File: src/ddc_pkg.sv
// Shared constants and types for the dual DAC digital control block
package ddc_pkg;

  // ----------------------------------------------------------------
  // Serial word layout
  // ----------------------------------------------------------------
  localparam int DDC_SHIFT_BITS = 24;
  localparam int DDC_CMD_MSB = 23;
  localparam int DDC_CMD_LSB = 20;
  localparam int DDC_MASK_A_POS = 16;
  localparam int DDC_MASK_B_POS = 17;
  localparam int DDC_DATA_MSB = 15;
  localparam int DDC_REF_OFF_POS = 0;
  localparam int DDC_BYTES_PER_WORD = 3;
  localparam int DDC_BYTE_BITS = 8;

  // ----------------------------------------------------------------
  // Slave address: upper five bits are fixed inside the part
  // ----------------------------------------------------------------
  localparam logic [4:0] DDC_ADDR_UPPER = 5'h0C;

  // ----------------------------------------------------------------
  // Command codes
  // ----------------------------------------------------------------
  localparam logic [3:0] DDC_CMD_WRITE_IN = 4'h1;
  localparam logic [3:0] DDC_CMD_UPDATE = 4'h2;
  localparam logic [3:0] DDC_CMD_WRITE_UPD = 4'h3;
  localparam logic [3:0] DDC_CMD_REF_SETUP = 4'h7;

  // ----------------------------------------------------------------
  // Reset values and synchroniser width
  // ----------------------------------------------------------------
  localparam logic DDC_REF_EN_RESET = 1'b1;
  localparam int DDC_SYNC_BITS = 8;

  // ----------------------------------------------------------------
  // Serial slave states
  // ----------------------------------------------------------------
  typedef enum logic [6:0] {
    DDC_ST_IDLE = 7'h01,
    DDC_ST_ADDR = 7'h02,
    DDC_ST_ADDR_ACK = 7'h04,
    DDC_ST_RX = 7'h08,
    DDC_ST_RX_ACK = 7'h10,
    DDC_ST_TX = 7'h20,
    DDC_ST_TX_ACK = 7'h40
  } ddc_state_type;

endpackage

File: src/ddc_sync.sv
// Two-flop synchroniser for a bundle of pin levels
`timescale 1ns/1ns
module ddc_sync
  import ddc_pkg::*;
#(
  parameter int WIDTH = DDC_SYNC_BITS
)
(
  input wire logic i_sys_clk,
  input wire logic i_sys_rst,
  input wire logic [WIDTH-1:0] i_async,
  output logic [WIDTH-1:0] o_sync
);

  typedef struct packed {
    logic [WIDTH-1:0] meta;
    logic [WIDTH-1:0] stable;
  } ddc_sync_state_type;

  ddc_sync_state_type s_reg;
  ddc_sync_state_type s_next;

  generate
    if (WIDTH < 1)
    begin : g_chk
      $error("ddc_sync: WIDTH must be at least 1");
    end
  endgenerate

  // The first stage feeds only the second stage
  always_comb
  begin
    s_next.meta = i_async;
    s_next.stable = s_reg.meta;
  end

  always_ff @(posedge i_sys_clk)
  begin
    if (i_sys_rst)
    begin
      s_reg <= '0;
    end
    else
    begin
      s_reg <= s_next;
    end
  end

  assign o_sync = s_reg.stable;

endmodule

File: src/ddc_buf.sv
// Two-entry buffer with valid/ready on both sides
`timescale 1ns/1ns
module ddc_buf
  import ddc_pkg::*;
#(
  parameter int WIDTH = DDC_SHIFT_BITS
)
(
  input wire logic i_sys_clk,
  input wire logic i_sys_rst,
  input wire logic i_valid,
  output logic o_ready,
  input wire logic [WIDTH-1:0] i_data,
  output logic o_valid,
  input wire logic i_ready,
  output logic [WIDTH-1:0] o_data
);

  typedef struct packed {
    logic [1:0][WIDTH-1:0] mem;
    logic wr_ptr;
    logic rd_ptr;
    logic [1:0] count;
  } ddc_buf_state_type;

  ddc_buf_state_type s_reg;
  ddc_buf_state_type s_next;
  logic push;
  logic pop;

  generate
    if (WIDTH < 1)
    begin : g_chk
      $error("ddc_buf: WIDTH must be at least 1");
    end
  endgenerate

  assign o_ready = (s_reg.count != 2'h2);
  assign o_valid = (s_reg.count != 2'h0);
  assign o_data = s_reg.mem[s_reg.rd_ptr];
  assign push = i_valid && o_ready;
  assign pop = o_valid && i_ready;

  always_comb
  begin
    s_next = s_reg;
    if (push)
    begin
      s_next.mem[s_reg.wr_ptr] = i_data;
      s_next.wr_ptr = ~s_reg.wr_ptr;
    end
    if (pop)
    begin
      s_next.rd_ptr = ~s_reg.rd_ptr;
    end
    case ({push, pop})
      2'b10: s_next.count = s_reg.count + 2'h1;
      2'b01: s_next.count = s_reg.count - 2'h1;
      default: s_next.count = s_reg.count;
    endcase
  end

  always_ff @(posedge i_sys_clk)
  begin
    if (i_sys_rst)
    begin
      s_reg <= '0;
    end
    else
    begin
      s_reg <= s_next;
    end
  end

endmodule

File: src/ddc_top.sv
// Dual DAC digital control: serial slave, input and DAC registers, load and reset pins
//
// Summary of operation
// - Serial words arrive on open-drain data/clock lines into a 24-bit shift word.
// - Address select low pin sets slave address bit 0.
// - Address select high pin sets slave address bit 1.
// - Load strobe low copies pending input registers to DAC registers together.
// - Load strobe works asynchronously (edge) or synchronously (held low at write).
// - Reset pin acts on its falling edge, independent of the serial clock.
// - While reset pin is low, load strobe pulses are ignored.
// - Reset edge loads input and DAC registers with zero or midscale per select.
// - Power-up value is zero scale if select low, midscale if high.
// - Power-up initialisation waits until the reset pin is released.
// - Gain pin picks span of reference or twice reference for both channels.
// - After power-up the reference pin is an output with internal reference on.
`timescale 1ns/1ns
module ddc_top
  import ddc_pkg::*;
#(
  parameter int DAC_BITS = 16
)
(
  input wire logic i_sys_clk,
  input wire logic i_sys_rst,
  input wire logic i_scl,
  output logic o_scl_out,
  output logic o_scl_oe,
  input wire logic i_sda,
  output logic o_sda_out,
  output logic o_sda_oe,
  input wire logic i_address_select_low,
  input wire logic i_address_select_high,
  input wire logic i_load_dac_strobe_n,
  input wire logic i_reset_n,
  input wire logic i_reset_value_select,
  input wire logic i_gain,
  output logic [DAC_BITS-1:0] o_channel_a_output,
  output logic [DAC_BITS-1:0] o_channel_b_output,
  output logic o_gain_double,
  output logic o_ref_out_en,
  output logic o_init_done
);

  // ----------------------------------------------------------------
  // Types, helpers and state
  // ----------------------------------------------------------------
  typedef struct packed {
    ddc_state_type state;
    logic sda_oe;
    logic [7:0] shift;
    logic [3:0] bit_cnt;
    logic [1:0] byte_cnt;
    logic [DDC_SHIFT_BITS-1:0] word;
    logic rw;
    logic rd_sel_b;
    logic push_valid;
    logic scl_d;
    logic sda_d;
    logic strobe_d;
    logic rst_d;
    logic [DAC_BITS-1:0] in_a;
    logic [DAC_BITS-1:0] in_b;
    logic [DAC_BITS-1:0] dac_a;
    logic [DAC_BITS-1:0] dac_b;
    logic [1:0] pend;
    logic ref_en;
    logic gain;
    logic init_done;
  } ddc_top_state_type;

  ddc_top_state_type s_reg;
  ddc_top_state_type s_next;

  logic [DDC_SYNC_BITS-1:0] pins;
  logic scl;
  logic sda;
  logic adr_lo;
  logic adr_hi;
  logic strobe_n;
  logic rst_n;
  logic dflt_sel;
  logic gain;
  logic buf_ready;
  logic buf_valid;
  logic [DDC_SHIFT_BITS-1:0] buf_data;
  logic drain;

  generate
    if (DAC_BITS < 1 || DAC_BITS > 16)
    begin : g_chk
      $error("ddc_top: DAC_BITS must be 1 to 16");
    end
  endgenerate

  function automatic logic [DAC_BITS-1:0] ddc_default(input logic sel);
    logic [DAC_BITS-1:0] v;
    v = '0;
    if (sel)
    begin
      v[DAC_BITS-1] = 1'b1;
    end
    return v;
  endfunction

  function automatic logic [7:0] ddc_tx_byte(input logic [DAC_BITS-1:0] code, input logic lo);
    logic [15:0] w;
    w = '0;
    w[15 -: DAC_BITS] = code;
    return lo ? w[7:0] : w[15:8];
  endfunction

  // ----------------------------------------------------------------
  // Pin synchronisers and word buffer
  // ----------------------------------------------------------------
  ddc_sync #(.WIDTH(DDC_SYNC_BITS)) u_sync (
    .i_sys_clk(i_sys_clk),
    .i_sys_rst(i_sys_rst),
    .i_async({i_scl, i_sda, i_address_select_low, i_address_select_high,
              i_load_dac_strobe_n, i_reset_n, i_reset_value_select, i_gain}),
    .o_sync(pins)
  );

  assign {scl, sda, adr_lo, adr_hi, strobe_n, rst_n, dflt_sel, gain} = pins;

  // A held reset pin stalls the drain so up to two words wait in the buffer; a further word is not acknowledged
  assign drain = s_reg.init_done && rst_n && s_reg.rst_d;

  ddc_buf #(.WIDTH(DDC_SHIFT_BITS)) u_buf (
    .i_sys_clk(i_sys_clk),
    .i_sys_rst(i_sys_rst),
    .i_valid(s_reg.push_valid),
    .o_ready(buf_ready),
    .i_data(s_reg.word),
    .o_valid(buf_valid),
    .i_ready(drain),
    .o_data(buf_data)
  );

  // ----------------------------------------------------------------
  // Next-state logic
  // ----------------------------------------------------------------
  always_comb
  begin
    logic scl_rise;
    logic scl_fall;
    logic start;
    logic stop;
    logic [6:0] my_addr;
    logic [3:0] cmd;
    logic [DAC_BITS-1:0] data;
    logic [1:0] mask;
    logic [7:0] tb;
    scl_rise = scl && !s_reg.scl_d;
    scl_fall = !scl && s_reg.scl_d;
    start = scl && s_reg.scl_d && s_reg.sda_d && !sda;
    stop = scl && s_reg.scl_d && !s_reg.sda_d && sda;
    my_addr = {DDC_ADDR_UPPER, adr_hi, adr_lo};
    cmd = buf_data[DDC_CMD_MSB:DDC_CMD_LSB];
    data = buf_data[DDC_DATA_MSB -: DAC_BITS];
    mask = {buf_data[DDC_MASK_B_POS], buf_data[DDC_MASK_A_POS]};
    tb = '0;
    s_next = s_reg;
    s_next.scl_d = scl;
    s_next.sda_d = sda;
    s_next.strobe_d = strobe_n;
    s_next.rst_d = rst_n;
    s_next.gain = gain;
    s_next.push_valid = 1'b0;

    // Serial slave; bits taken on clock rise, data line changed on clock fall
    if (start)
    begin
      s_next.state = DDC_ST_ADDR;
      s_next.bit_cnt = '0;
      s_next.sda_oe = 1'b0;
    end
    else if (stop)
    begin
      s_next.state = DDC_ST_IDLE;
      s_next.sda_oe = 1'b0;
    end
    else
    begin
      case (s_reg.state)
        DDC_ST_ADDR, DDC_ST_RX:
        begin
          if (scl_rise)
          begin
            s_next.shift = {s_reg.shift[6:0], sda};
            s_next.bit_cnt = s_reg.bit_cnt + 4'h1;
          end
          else if (scl_fall && s_reg.bit_cnt == 4'(DDC_BYTE_BITS))
          begin
            if (s_reg.state == DDC_ST_ADDR)
            begin
              if (s_reg.shift[7:1] == my_addr)
              begin
                s_next.state = DDC_ST_ADDR_ACK;
                s_next.sda_oe = 1'b1;
                s_next.rw = s_reg.shift[0];
                s_next.byte_cnt = '0;
              end
              else
              begin
                s_next.state = DDC_ST_IDLE;
              end
            end
            else
            begin
              s_next.word = {s_reg.word[DDC_SHIFT_BITS-9:0], s_reg.shift};
              if (s_reg.byte_cnt != 2'(DDC_BYTES_PER_WORD - 1))
              begin
                s_next.byte_cnt = s_reg.byte_cnt + 2'h1;
                s_next.sda_oe = 1'b1;
                s_next.state = DDC_ST_RX_ACK;
              end
              else if (buf_ready)
              begin
                // Full word accepted only when the buffer has room
                s_next.byte_cnt = '0;
                s_next.push_valid = 1'b1;
                s_next.sda_oe = 1'b1;
                s_next.state = DDC_ST_RX_ACK;
              end
              else
              begin
                s_next.state = DDC_ST_IDLE;
              end
            end
          end
        end
        DDC_ST_ADDR_ACK, DDC_ST_RX_ACK:
        begin
          if (scl_fall)
          begin
            s_next.bit_cnt = '0;
            if (s_reg.state == DDC_ST_ADDR_ACK && s_reg.rw)
            begin
              tb = ddc_tx_byte(s_reg.rd_sel_b ? s_reg.dac_b : s_reg.dac_a, 1'b0);
              s_next.shift = tb;
              s_next.sda_oe = ~tb[7];
              s_next.state = DDC_ST_TX;
            end
            else
            begin
              s_next.sda_oe = 1'b0;
              s_next.state = DDC_ST_RX;
            end
          end
        end
        DDC_ST_TX:
        begin
          if (scl_rise)
          begin
            s_next.bit_cnt = s_reg.bit_cnt + 4'h1;
          end
          else if (scl_fall)
          begin
            if (s_reg.bit_cnt == 4'(DDC_BYTE_BITS))
            begin
              s_next.sda_oe = 1'b0;
              s_next.state = DDC_ST_TX_ACK;
              s_next.byte_cnt = {1'b0, ~s_reg.byte_cnt[0]};
            end
            else
            begin
              s_next.shift = {s_reg.shift[6:0], 1'b0};
              s_next.sda_oe = ~s_reg.shift[6];
            end
          end
        end
        DDC_ST_TX_ACK:
        begin
          if (scl_rise && sda)
          begin
            s_next.state = DDC_ST_IDLE;
          end
          else if (scl_fall)
          begin
            tb = ddc_tx_byte(s_reg.rd_sel_b ? s_reg.dac_b : s_reg.dac_a, s_reg.byte_cnt[0]);
            s_next.shift = tb;
            s_next.sda_oe = ~tb[7];
            s_next.bit_cnt = '0;
            s_next.state = DDC_ST_TX;
          end
        end
        default:
        begin
          s_next.state = DDC_ST_IDLE;
          s_next.sda_oe = 1'b0;
        end
      endcase
    end

    // ----------------------------------------------------------------
    // Channel registers
    // ----------------------------------------------------------------
    if (!s_reg.init_done)
    begin
      if (rst_n)
      begin
        s_next.in_a = ddc_default(dflt_sel);
        s_next.in_b = ddc_default(dflt_sel);
        s_next.dac_a = ddc_default(dflt_sel);
        s_next.dac_b = ddc_default(dflt_sel);
        s_next.init_done = 1'b1;
      end
    end
    else if (s_reg.rst_d && !rst_n)
    begin
      // Falling edge of the reset pin overrides everything else
      s_next.in_a = ddc_default(dflt_sel);
      s_next.in_b = ddc_default(dflt_sel);
      s_next.dac_a = ddc_default(dflt_sel);
      s_next.dac_b = ddc_default(dflt_sel);
      s_next.pend = '0;
    end
    else if (rst_n && s_reg.rst_d)
    begin
      // Asynchronous style: strobe falling edge moves pending data
      if (s_reg.strobe_d && !strobe_n)
      begin
        if (s_reg.pend[0])
        begin
          s_next.dac_a = s_reg.in_a;
        end
        if (s_reg.pend[1])
        begin
          s_next.dac_b = s_reg.in_b;
        end
        s_next.pend = '0;
      end
      // A write in the same cycle as the transfer sees the strobe low, so it goes straight to the DAC register and is not lost
      if (buf_valid)
      begin
        s_next.rd_sel_b = mask[1] && !mask[0];
        case (cmd)
          DDC_CMD_WRITE_IN, DDC_CMD_WRITE_UPD:
          begin
            if (mask[0])
            begin
              s_next.in_a = data;
            end
            if (mask[1])
            begin
              s_next.in_b = data;
            end
            // Synchronous style: strobe held low updates at write; also covers tie-low
            if (cmd == DDC_CMD_WRITE_UPD || !strobe_n)
            begin
              if (mask[0])
              begin
                s_next.dac_a = data;
              end
              if (mask[1])
              begin
                s_next.dac_b = data;
              end
              s_next.pend = s_next.pend & ~mask;
            end
            else
            begin
              s_next.pend = s_next.pend | mask;
            end
          end
          DDC_CMD_UPDATE:
          begin
            if (mask[0])
            begin
              s_next.dac_a = s_reg.in_a;
            end
            if (mask[1])
            begin
              s_next.dac_b = s_reg.in_b;
            end
            s_next.pend = s_next.pend & ~mask;
          end
          DDC_CMD_REF_SETUP:
          begin
            s_next.ref_en = ~buf_data[DDC_REF_OFF_POS];
          end
          default:
          begin
            s_next.pend = s_next.pend;
          end
        endcase
      end
    end
  end

  // ----------------------------------------------------------------
  // State register
  // ----------------------------------------------------------------
  always_ff @(posedge i_sys_clk)
  begin
    if (i_sys_rst)
    begin
      s_reg <= '0;
      s_reg.state <= DDC_ST_IDLE;
      s_reg.ref_en <= DDC_REF_EN_RESET;
    end
    else
    begin
      s_reg <= s_next;
    end
  end

  // ----------------------------------------------------------------
  // Outputs
  // ----------------------------------------------------------------
  // The clock line is never stretched, so it is only ever received
  assign o_scl_out = 1'b0;
  assign o_scl_oe = 1'b0;
  assign o_sda_out = 1'b0;
  assign o_sda_oe = s_reg.sda_oe;
  assign o_channel_a_output = s_reg.dac_a;
  assign o_channel_b_output = s_reg.dac_b;
  assign o_gain_double = s_reg.gain;
  assign o_ref_out_en = s_reg.ref_en;
  assign o_init_done = s_reg.init_done;

endmodule

File: config.mk
export PLATFORM = sky130hd
export DESIGN_NAME = ddc_top
export DESIGN_NICKNAME = d
export VERILOG_FILES = /design/src/ddc_pkg.sv /design/src/ddc_sync.sv /design/src/ddc_buf.sv /design/src/ddc_top.sv
export SDC_FILE = /design/constraint.sdc
export NUM_CORES = 1
export LEC_CHECK = 0
export ABC_AREA = 0
export BUFFER_PORTS_ARGS = -buffer_cell sky130_fd_sc_hd__buf_2
export CAP_MARGIN = 40
export CORE_MARGIN = 4
export CORE_UTILIZATION = 58
export DETAILED_ROUTE_END_ITERATION = 6
export GPL_ROUTABILITY_DRIVEN = 0
export PLACE_DENSITY = 0.76
export SYNTH_ARGS = -nofsm -noshare
export SYNTH_HDL_FRONTEND = slang
export SYNTH_SLANG_ARGS = --single-unit
export TNS_END_PERCENT = 50
File: constraint.sdc
create_clock -name i_sys_clk -period 6.8 [get_ports i_sys_clk]
set_clock_uncertainty 0.1 [all_clocks]
set_input_delay 1.02 -clock i_sys_clk [delete_from_list [all_inputs] [get_ports i_sys_clk]]
set_output_delay 1.02 -clock i_sys_clk [all_outputs]
set_load 0.01 [all_outputs]
## Yosys cells after proc, flatten, opt, wreduce, memory -nomap -nowiden

Index checks and enable logic that the tools add are counted.

- Shifts and indexed selects: 0
- Multipliers: 0
- Magnitude comparators: 3
- Eq/ne operators: 43
- Div/mod/pow operators: 0
- Reduce and logical (&&, ||, !) cells: 53
- Add/subtract/negate cells: 4
- Mux-type cells: 73
- Bitwise operators: 17

Operators by type and width:

| kind | count |
|---|---|
| $mux W16 | 11 |
| $mux W34 | 4 |
| $mux W67 | 2 |
| $mux W64 | 2 |
| $mux W24 | 4 |
| $mux W66 | 1 |
| $mux W32 | 2 |
| $pmux W32 S2 | 1 |
| $mux W8 | 7 |
| $mux W27 | 2 |
| $bwmux W48 | 1 |
| $pmux W12 S4 | 1 |
| $mux W20 | 2 |
| $pmux W8 S4 | 1 |
| $ne A2 B2 Y1 const B | 14 |
| $reduce_and A7 Y1 | 4 |
| $demux W24 S1 | 1 |
| $ne A4 B4 Y1 const B | 6 |
| $mux W7 | 3 |
| $logic_and A1 B1 Y1 | 19 |
| $mux W2 | 8 |
| $ne A3 B1 Y1 const B | 5 |
| $reduce_and A5 Y1 | 3 |
| $not A1 Y1 | 14 |
| other kinds (44) | 75 |

- Output and inout port bits: 39
- Memories: 0
- Input bits: 10
- Latch bits: 0
- Word-level logic and storage cells: 222
- Bits in read-only memories: 0
- Register bits: 190
- Memory bits (writable): 0

## Longest topological paths before layout

Gate-level depths: netlist of run 1.

- Depth in word-level cells: 13
- Depth in mapped cells: 10
- Gate-level depth less buffers: 8

## By module

From an unflattened synthesis of run 1, not the netlist that was laid out.

- Cell total of the unflattened synthesis: 1159
- Area total of the unflattened synthesis: 10005.8 um^2

Modules (own cells, without submodules):

| module | cells each | times used | area each (um^2) |
|---|---|---|---|
| ddc_top | 866 | 1 | 7066.8 |
| ddc_buf | 260 | 1 | 2474.9 |
| ddc_sync | 33 | 1 | 464.2 |

## Worst setup path before layout of run 1

Ideal clock, no wire load.

- Path type: input port to flip-flop
- From: input port i_sys_rst
- To: register s_reg (netlist bit o_channel_b_output[10])
- Stages on the path: 8
- Arrival time: 2236 ps
- Buffers on the path: 2
- Path slack: 4405 ps
- Library setup time: 59 ps
- Path through: nor2b_1 and2_1 clkbuf_1 nand2_1 o21bai_1 buf_2 a222oi_1 inv_1

RTL lines:

| what | RTL line | text |
|---|---|---|
| start: declaration | ddc_top.sv:24 | `input wire logic i_sys_rst,` |
| end signal: assignment | ddc_top.sv:404 | `s_reg <= s_next;` |
| end: declaration | ddc_top.sv:71 | `ddc_top_state_type s_reg;` |

==> results of run 1 <==
layout make-up:
cell class,count,area [µm²],share of cell area
multi-input cells,811,4970,0.496
flip-flops and latches,184,3680,0.368
clock buffers,20,457,0.0456
repair buffers,63,413,0.0412
well taps,216,270,0.0270
clock inverters,11,136,0.0136
inverters,24,90.1,0.00899
worst min-delay path by stage:
stage                     start                to
4_1_cts        u_sync.s_next[2]  u_sync.o_sync[2]
3_3_place_gp   u_sync.s_next[7]  u_sync.o_sync[7]
5_1_grt        u_sync.s_next[3]  u_sync.o_sync[3]
3_5_place_dp   u_sync.s_next[2]  u_sync.o_sync[2]
2_1_floorplan  u_sync.o_sync[0]     o_gain_double
6_report       u_sync.s_next[2]  u_sync.o_sync[2]
logic make-up (layout without fill, tap and decap cells):
kind of cell / count (synthesis) / after routing / share of synthesized area
DFF: 184 / 184 / 0.395
adders and majority gates: 3 / 3 / 0.00402
muxes: 111 / 111 / 0.122
other: 1 / 3 / 0.000402
AOI/OAI and AO/OA: 257 / 257 / 0.186
xor gates and xnor gates: 10 / 10 / 0.00939
and+or+nand+nor: 427 / 427 / 0.210
buffers and inverters: 137 / 118 / 0.0735
Yosys cell counts, types with 4 or more instances:
master	n
and3_1	4
a221o_1	7
o21ai_1	32
nor2_1	123
inv_1	23
xnor2_1	6
a22oi_1	6
o21ai_0	20
nor2b_1	39
o22ai_1	20
nand2_1	182
clkbuf_1	54
nand2b_1	9
nor3_1	10
mux2i_1	99
a211oi_1	10
xor2_1	4
a21oi_1	97
dfxtp_1	184
buf_2	17
a31oi_1	4
buf_4	38
mux2_2	11
nand3_1	16
a222oi_1	28
nand3b_1	8
power groups by stage:
stage | logic [W] | registers (W) | clock network [W]
6_report | 0.0000502 | 0.00109 | 0.00101
5_1_grt | 0.0000544 | 0.00109 | 0.00106
4_1_cts | 0.0000497 | 0.00109 | 0.00102
3_5_place_dp | 0.0000493 | 0.00111 | 0
3_3_place_gp | 0.0000488 | 0.00111 | 0
2_1_floorplan | 0.0000395 | 0.00111 | 0
metrics by stage:
step	area (µm²)	setup WS, ps	util
2_1_floorplan	9340	4410	-
3_3_place_gp	9330	3130	0.589
3_5_place_dp	9430	3450	0.596
4_1_cts	10000	3900	0.633
5_1_grt	10000	3620	0.633
6_report	10000	3820	0.633
critical path: cells and delay by family:
family / cells / cell delay, ps
AO/OA/AOI/OAI: 2 / 370
buffers and inverters: 1 / 610
AND/OR/NAND/NOR: 4 / 1140
per-layer routing:
layer / vias to the layer above / wire length (µm)
met5: - / 0
met4: 0 / 550
met3: 51 / 2060
met2: 343 / 11100
met1: 3801 / 11000
li1: 3865 / -
==> results.sh, run 1 <==
export IMPL_dpl_hpwl_um=16700
export IMPL_fp_dieH_um=135
export IMPL_worstSetupEndpointType="register"
export IMPL_largest_reg_flops=84
export IMPL_cts_tree="built"
export IMPL_ir_drop_v=0.000181
export IMPL_post_route_period_util=0.438
export IMPL_slowest_delay_ps=610
export IMPL_post_cts_setup_buffer_count=0
export IMPL_violations="design-rule violations"
export IMPL_drt_initial_drc_count=1011
export IMPL_synth_seq_area_share=0.395
export IMPL_min_path_cells=1
export IMPL_path_clk_slew_ps=70
export IMPL_vias=8060
export IMPL_grt_overflow=0
export IMPL_powerDensity_nw_per_um2=214
export IMPL_die_x_um=135
export IMPL_layout_cells_non_filler=1329
export IMPL_grt_pass1_wl_um=39300
export IMPL_drive_gt1_frac=0.115
export IMPL_cts_sinks=184
export IMPL_numCtsBuffers=17
export IMPL_drv_cap=0
export IMPL_swShare=0.224
export IMPL_p_sw_w=0.000482
export IMPL_p_comb_frac=0.023
export IMPL_synth_seq_cells=184
export IMPL_synth_edf_count=0
export IMPL_busiest_layer="met2"
export IMPL_mostFrequentLayoutCells="dfxtp_1 (183), nand2_1 (182), nor2_1 (123)"
export IMPL_use_met1=0.386
export IMPL_cp_endpoint="o_channel_a_output[5]"
export IMPL_layout_min_cycle_time_ps=2980
export IMPL_track_usage=0.272
export IMPL_hold_viol=0
export IMPL_p_leak_nw=3.83
export IMPL_ant_nets=0
export IMPL_reg2reg_from="u_buf.s_reg[2]"
export IMPL_reg2reg_slack_ps=3820
export IMPL_antenna_found_initial=0
export IMPL_slew_headroom=0.378
export IMPL_drc=21
export IMPL_wl_per_cell_um=18.6
export IMPL_ctsRootBufferMaster="clkbuf_16"
export IMPL_rsz0062_at_grt="no"
export IMPL_timing_hold_ws_ps=334
export IMPL_yosysUniqueCellTypes=73
export IMPL_cp_max_fo=76
export IMPL_timing_rr_end="o_channel_b_output[2]"
export IMPL_syn_inst=1130
export IMPL_drt_total_wl_um=24700
export IMPL_rows=46
export IMPL_status="complete, but fails checks"
export IMPL_ys_async_sr_fraction=0
export IMPL_finalPower_w=0.00215
export IMPL_num_antenna_cells=0
export IMPL_die_area_um2=18200
export IMPL_yosysWarnings=0
export IMPL_avgSynthCellArea_um2=8.26
export IMPL_area_growth_pct=7.39
export IMPL_dp_cells=1298
export IMPL_start_util=0.590
export IMPL_ys_top_cells_by_area="dfxtp_1 (39%), mux2i_1 (11%), nand2_1 (7.3%)"
export IMPL_ys_flop_type="dfxtp_1"
export IMPL_ctsHtreeMaxLevel=4
export IMPL_use_met3=0.0577
export IMPL_slew_viol_final=0
export IMPL_coreArea_um2=15800
export IMPL_grt_max_degree=77
export IMPL_pin_count=49
export IMPL_seqPwrFrac=0.507
export IMPL_start_kind="primary input"
export IMPL_dr_pass1_iters=7
export IMPL_io_buffer_count=45
export IMPL_timing_fmax_mhz=336
export IMPL_ctsResizeCount=0
export IMPL_setup_viol=0
export IMPL_p_int_w=0.00167
export IMPL_final_common_cell="dfxtp_1"
export IMPL_cp_cell_sequence="buf_4, nor2b_1, nand2_1, or2_1, nor2_1, a222oi_1, o21ai_1"
export IMPL_hold_path_class="register to register"
export IMPL_fill_cells=1345
export IMPL_clkPwrFrac=0.470
export IMPL_yosys_area_top_type_share=0.395
export IMPL_r2r_cells=7
export IMPL_avgViaCountPerCell=6.06
export IMPL_required_ps=7010
export IMPL_critical_path_class="primary input to register"
export IMPL_grt_pass1_vias=7421
export IMPL_clock_latency_ps=450
export IMPL_hold_buffers=0
export IMPL_use_met2=0.411
export IMPL_syn_area_um2=9330
export IMPL_tns_ps=0
export IMPL_critical_path_arrival_ps=3200
export IMPL_worstMarginPinSlew_ps=934
export IMPL_cp_slowest_cell="buf_4"
export IMPL_setup_worst_path_start="i_sys_rst"
export IMPL_cts_buffer_depth=2
export IMPL_fin_nets=1114
export IMPL_yosysTopAreaCell="dfxtp_1"
No activity file was read; power rests on OpenSTA's default activity.
==> run 2, diff against run 1 <==
==> constraint.sdc (replaced) <==
create_clock -name i_sys_clk -period 2.87 [get_ports i_sys_clk]
set_clock_uncertainty 0.1 [all_clocks]
set_input_delay 0.4305 -clock i_sys_clk [delete_from_list [all_inputs] [get_ports i_sys_clk]]
set_output_delay 0.4305 -clock i_sys_clk [all_outputs]
set_load 0.01 [all_outputs]
==> run 2 against run 1 <==
Net effect:
- clock power rose by 140%
- the run still ends with design-rule violations left
- non-clock buffer count rose by 19
- register-to-register slack got worse by 3500 ps
- highest routed layer unchanged
- critical endpoint is now o_channel_b_output[10]
- critical path depth rose by 1
- sequential power rose by 140%
==> results.sh, run 2 (same netlist as run 1, synthesis figures left out) <==
export IMPL_drive_gt1_frac=0.132
export IMPL_cp_max_fo=27
export IMPL_status="complete, but fails checks"
export IMPL_dr_pass1_iters=7
export IMPL_post_route_period_util=0.880
export IMPL_vias=8135
export IMPL_powerDensity_nw_per_um2=506
export IMPL_p_leak_nw=3.93
export IMPL_ctsResizeCount=0
export IMPL_cts_buffer_depth=2
export IMPL_slew_headroom=0.407
export IMPL_slew_viol_final=0
export IMPL_drv_cap=0
export IMPL_wl_per_cell_um=18.2
export IMPL_worstMarginPinSlew_ps=888
export IMPL_worstSetupEndpointType="register"
export IMPL_grt_pass1_vias=7478
export IMPL_grt_pass1_wl_um=39300
export IMPL_layout_min_cycle_time_ps=2530
export IMPL_ctsRootBufferMaster="clkbuf_16"
export IMPL_fin_nets=1133
export IMPL_mostFrequentLayoutCells="dfxtp_1 (183), nand2_1 (182), nor2_1 (123)"
export IMPL_crit_buf_inv=4
export IMPL_cts_tree="built"
export IMPL_path_delay_family="compound AO/OA/AOI/OAI gates"
export IMPL_pin_count=49
export IMPL_largest_reg_flops=84
export IMPL_path_common_cell="buf_4"
export IMPL_numCtsBuffers=17
export IMPL_die_x_um=135
export IMPL_die_area_um2=18200
export IMPL_critical_path_arrival_ps=2740
export IMPL_fp_dieH_um=135
export IMPL_p_sw_w=0.00110
export IMPL_drt_initial_drc_count=932
export IMPL_drc=6
export IMPL_swShare=0.214
export IMPL_p_int_w=0.00403
export IMPL_rows=46
export IMPL_drt_total_wl_um=24600
export IMPL_timing_hold_ws_ps=102
export IMPL_routed_wl_met2_um=11400
export IMPL_violations="design-rule violations"
export IMPL_cp_cell_sequence="buf_4, buf_4, a211oi_1, a2111oi_2, o21bai_1, buf_4, a222oi_1, inv_1"
export IMPL_topRoutingLayerUsed="met4"
export IMPL_seqPwrFrac=0.503
export IMPL_io_buffer_count=45
export IMPL_setup_viol=0
export IMPL_area_growth_pct=8.65
export IMPL_clkPwrFrac=0.473
export IMPL_dpl_hpwl_um=16300
export IMPL_path_clk_slew_ps=70
export IMPL_hold_path_class="primary input to register"
export IMPL_start_kind="register"
export IMPL_tns_ps=0
export IMPL_cp_slowest_cell="a2111oi_2"
export IMPL_track_usage=0.273
export IMPL_cts_sinks=184
export IMPL_p_comb_frac=0.024
export IMPL_wl_met3_um=1930
export IMPL_antenna_found_initial=0
export IMPL_avgViaCountPerCell=6.03
export IMPL_final_common_cell="dfxtp_1"
export IMPL_clock_latency_ps=440
export IMPL_ant_nets=0
export IMPL_ctsHtreeMaxLevel=4
export IMPL_coreArea_um2=15800
export IMPL_grt_overflow=0
export IMPL_start_util=0.590
export IMPL_slowest_delay_ps=410
export IMPL_hold_viol=0
export IMPL_rsz0062_at_grt="no"
export IMPL_post_cts_setup_buffer_count=0
export IMPL_ir_drop_v=0.000433
export IMPL_critical_path_class="register to register"
export IMPL_timing_fmax_mhz=396
export IMPL_num_antenna_cells=0
export IMPL_wl_met1_um=10500
export IMPL_hold_buffers=0
export IMPL_grt_max_degree=74
export IMPL_required_ps=3090
[run 2: cell types whose count changed in the layout (fill, tap and decap cells not counted), sizes merged]
cell      change
buf          +19
clkinvlp      -1
inv           -3
clkbuf        +3
clkinv        +2
[run 2: power groups by stage]
stage / Clock, W / Sequential (W) / Combinational [W]
floorplan: 0 / 0.00263 / 0.0000935
global placement: 0 / 0.00264 / 0.000120
detailed placement: 0 / 0.00264 / 0.000121
CTS: 0.00246 / 0.00258 / 0.000121
finish: 0.00243 / 0.00258 / 0.000124
global route: 0.00256 / 0.00258 / 0.000133
[run 2: layout make-up]
cell class / count / area, µm²
clock buffer: 23 / 508
clock inverter: 9 / 110
tap: 216 / 270
inverter: 24 / 90.1
fill: 1344 / 5690
multi-input combinational: 811 / 4970
timing repair buffer: 82 / 505
sequential: 184 / 3680
[run 2: metrics by stage]
stage	setup slack, ps	total power (W)	utilization	instance area [µm²]	instances
floorplan	570	0.00272	-	9340	1132
global placement	449	0.00276	0.602	9520	1317
detailed placement	379	0.00276	0.602	9520	1317
CTS	348	0.00516	0.641	10100	1349
global route	73.6	0.00527	0.641	10100	1349
finish	344	0.00513	0.641	10100	1349
[run 2: layer usage]
metal | GRT usage | up-vias
met2 | 0.425 | 353
li1 | - | 3907
met4 | 0.107 | 0
met3 | 0.0682 | 75
met5 | 0 | -
met1 | 0.365 | 3800
[run 2: path summary, 6_finish.rpt]
check                   startpoint                      to  slack [ps]  cells past startpoint
setup / recovery    u_buf.s_reg[2]  o_channel_b_output[10]         340                      8
hold / removal               i_sda        u_sync.s_next[6]         100                      2
setup reg to reg    u_buf.s_reg[2]  o_channel_b_output[10]         340                      8
hold reg to reg   u_sync.o_sync[0]           o_gain_double         330                      1
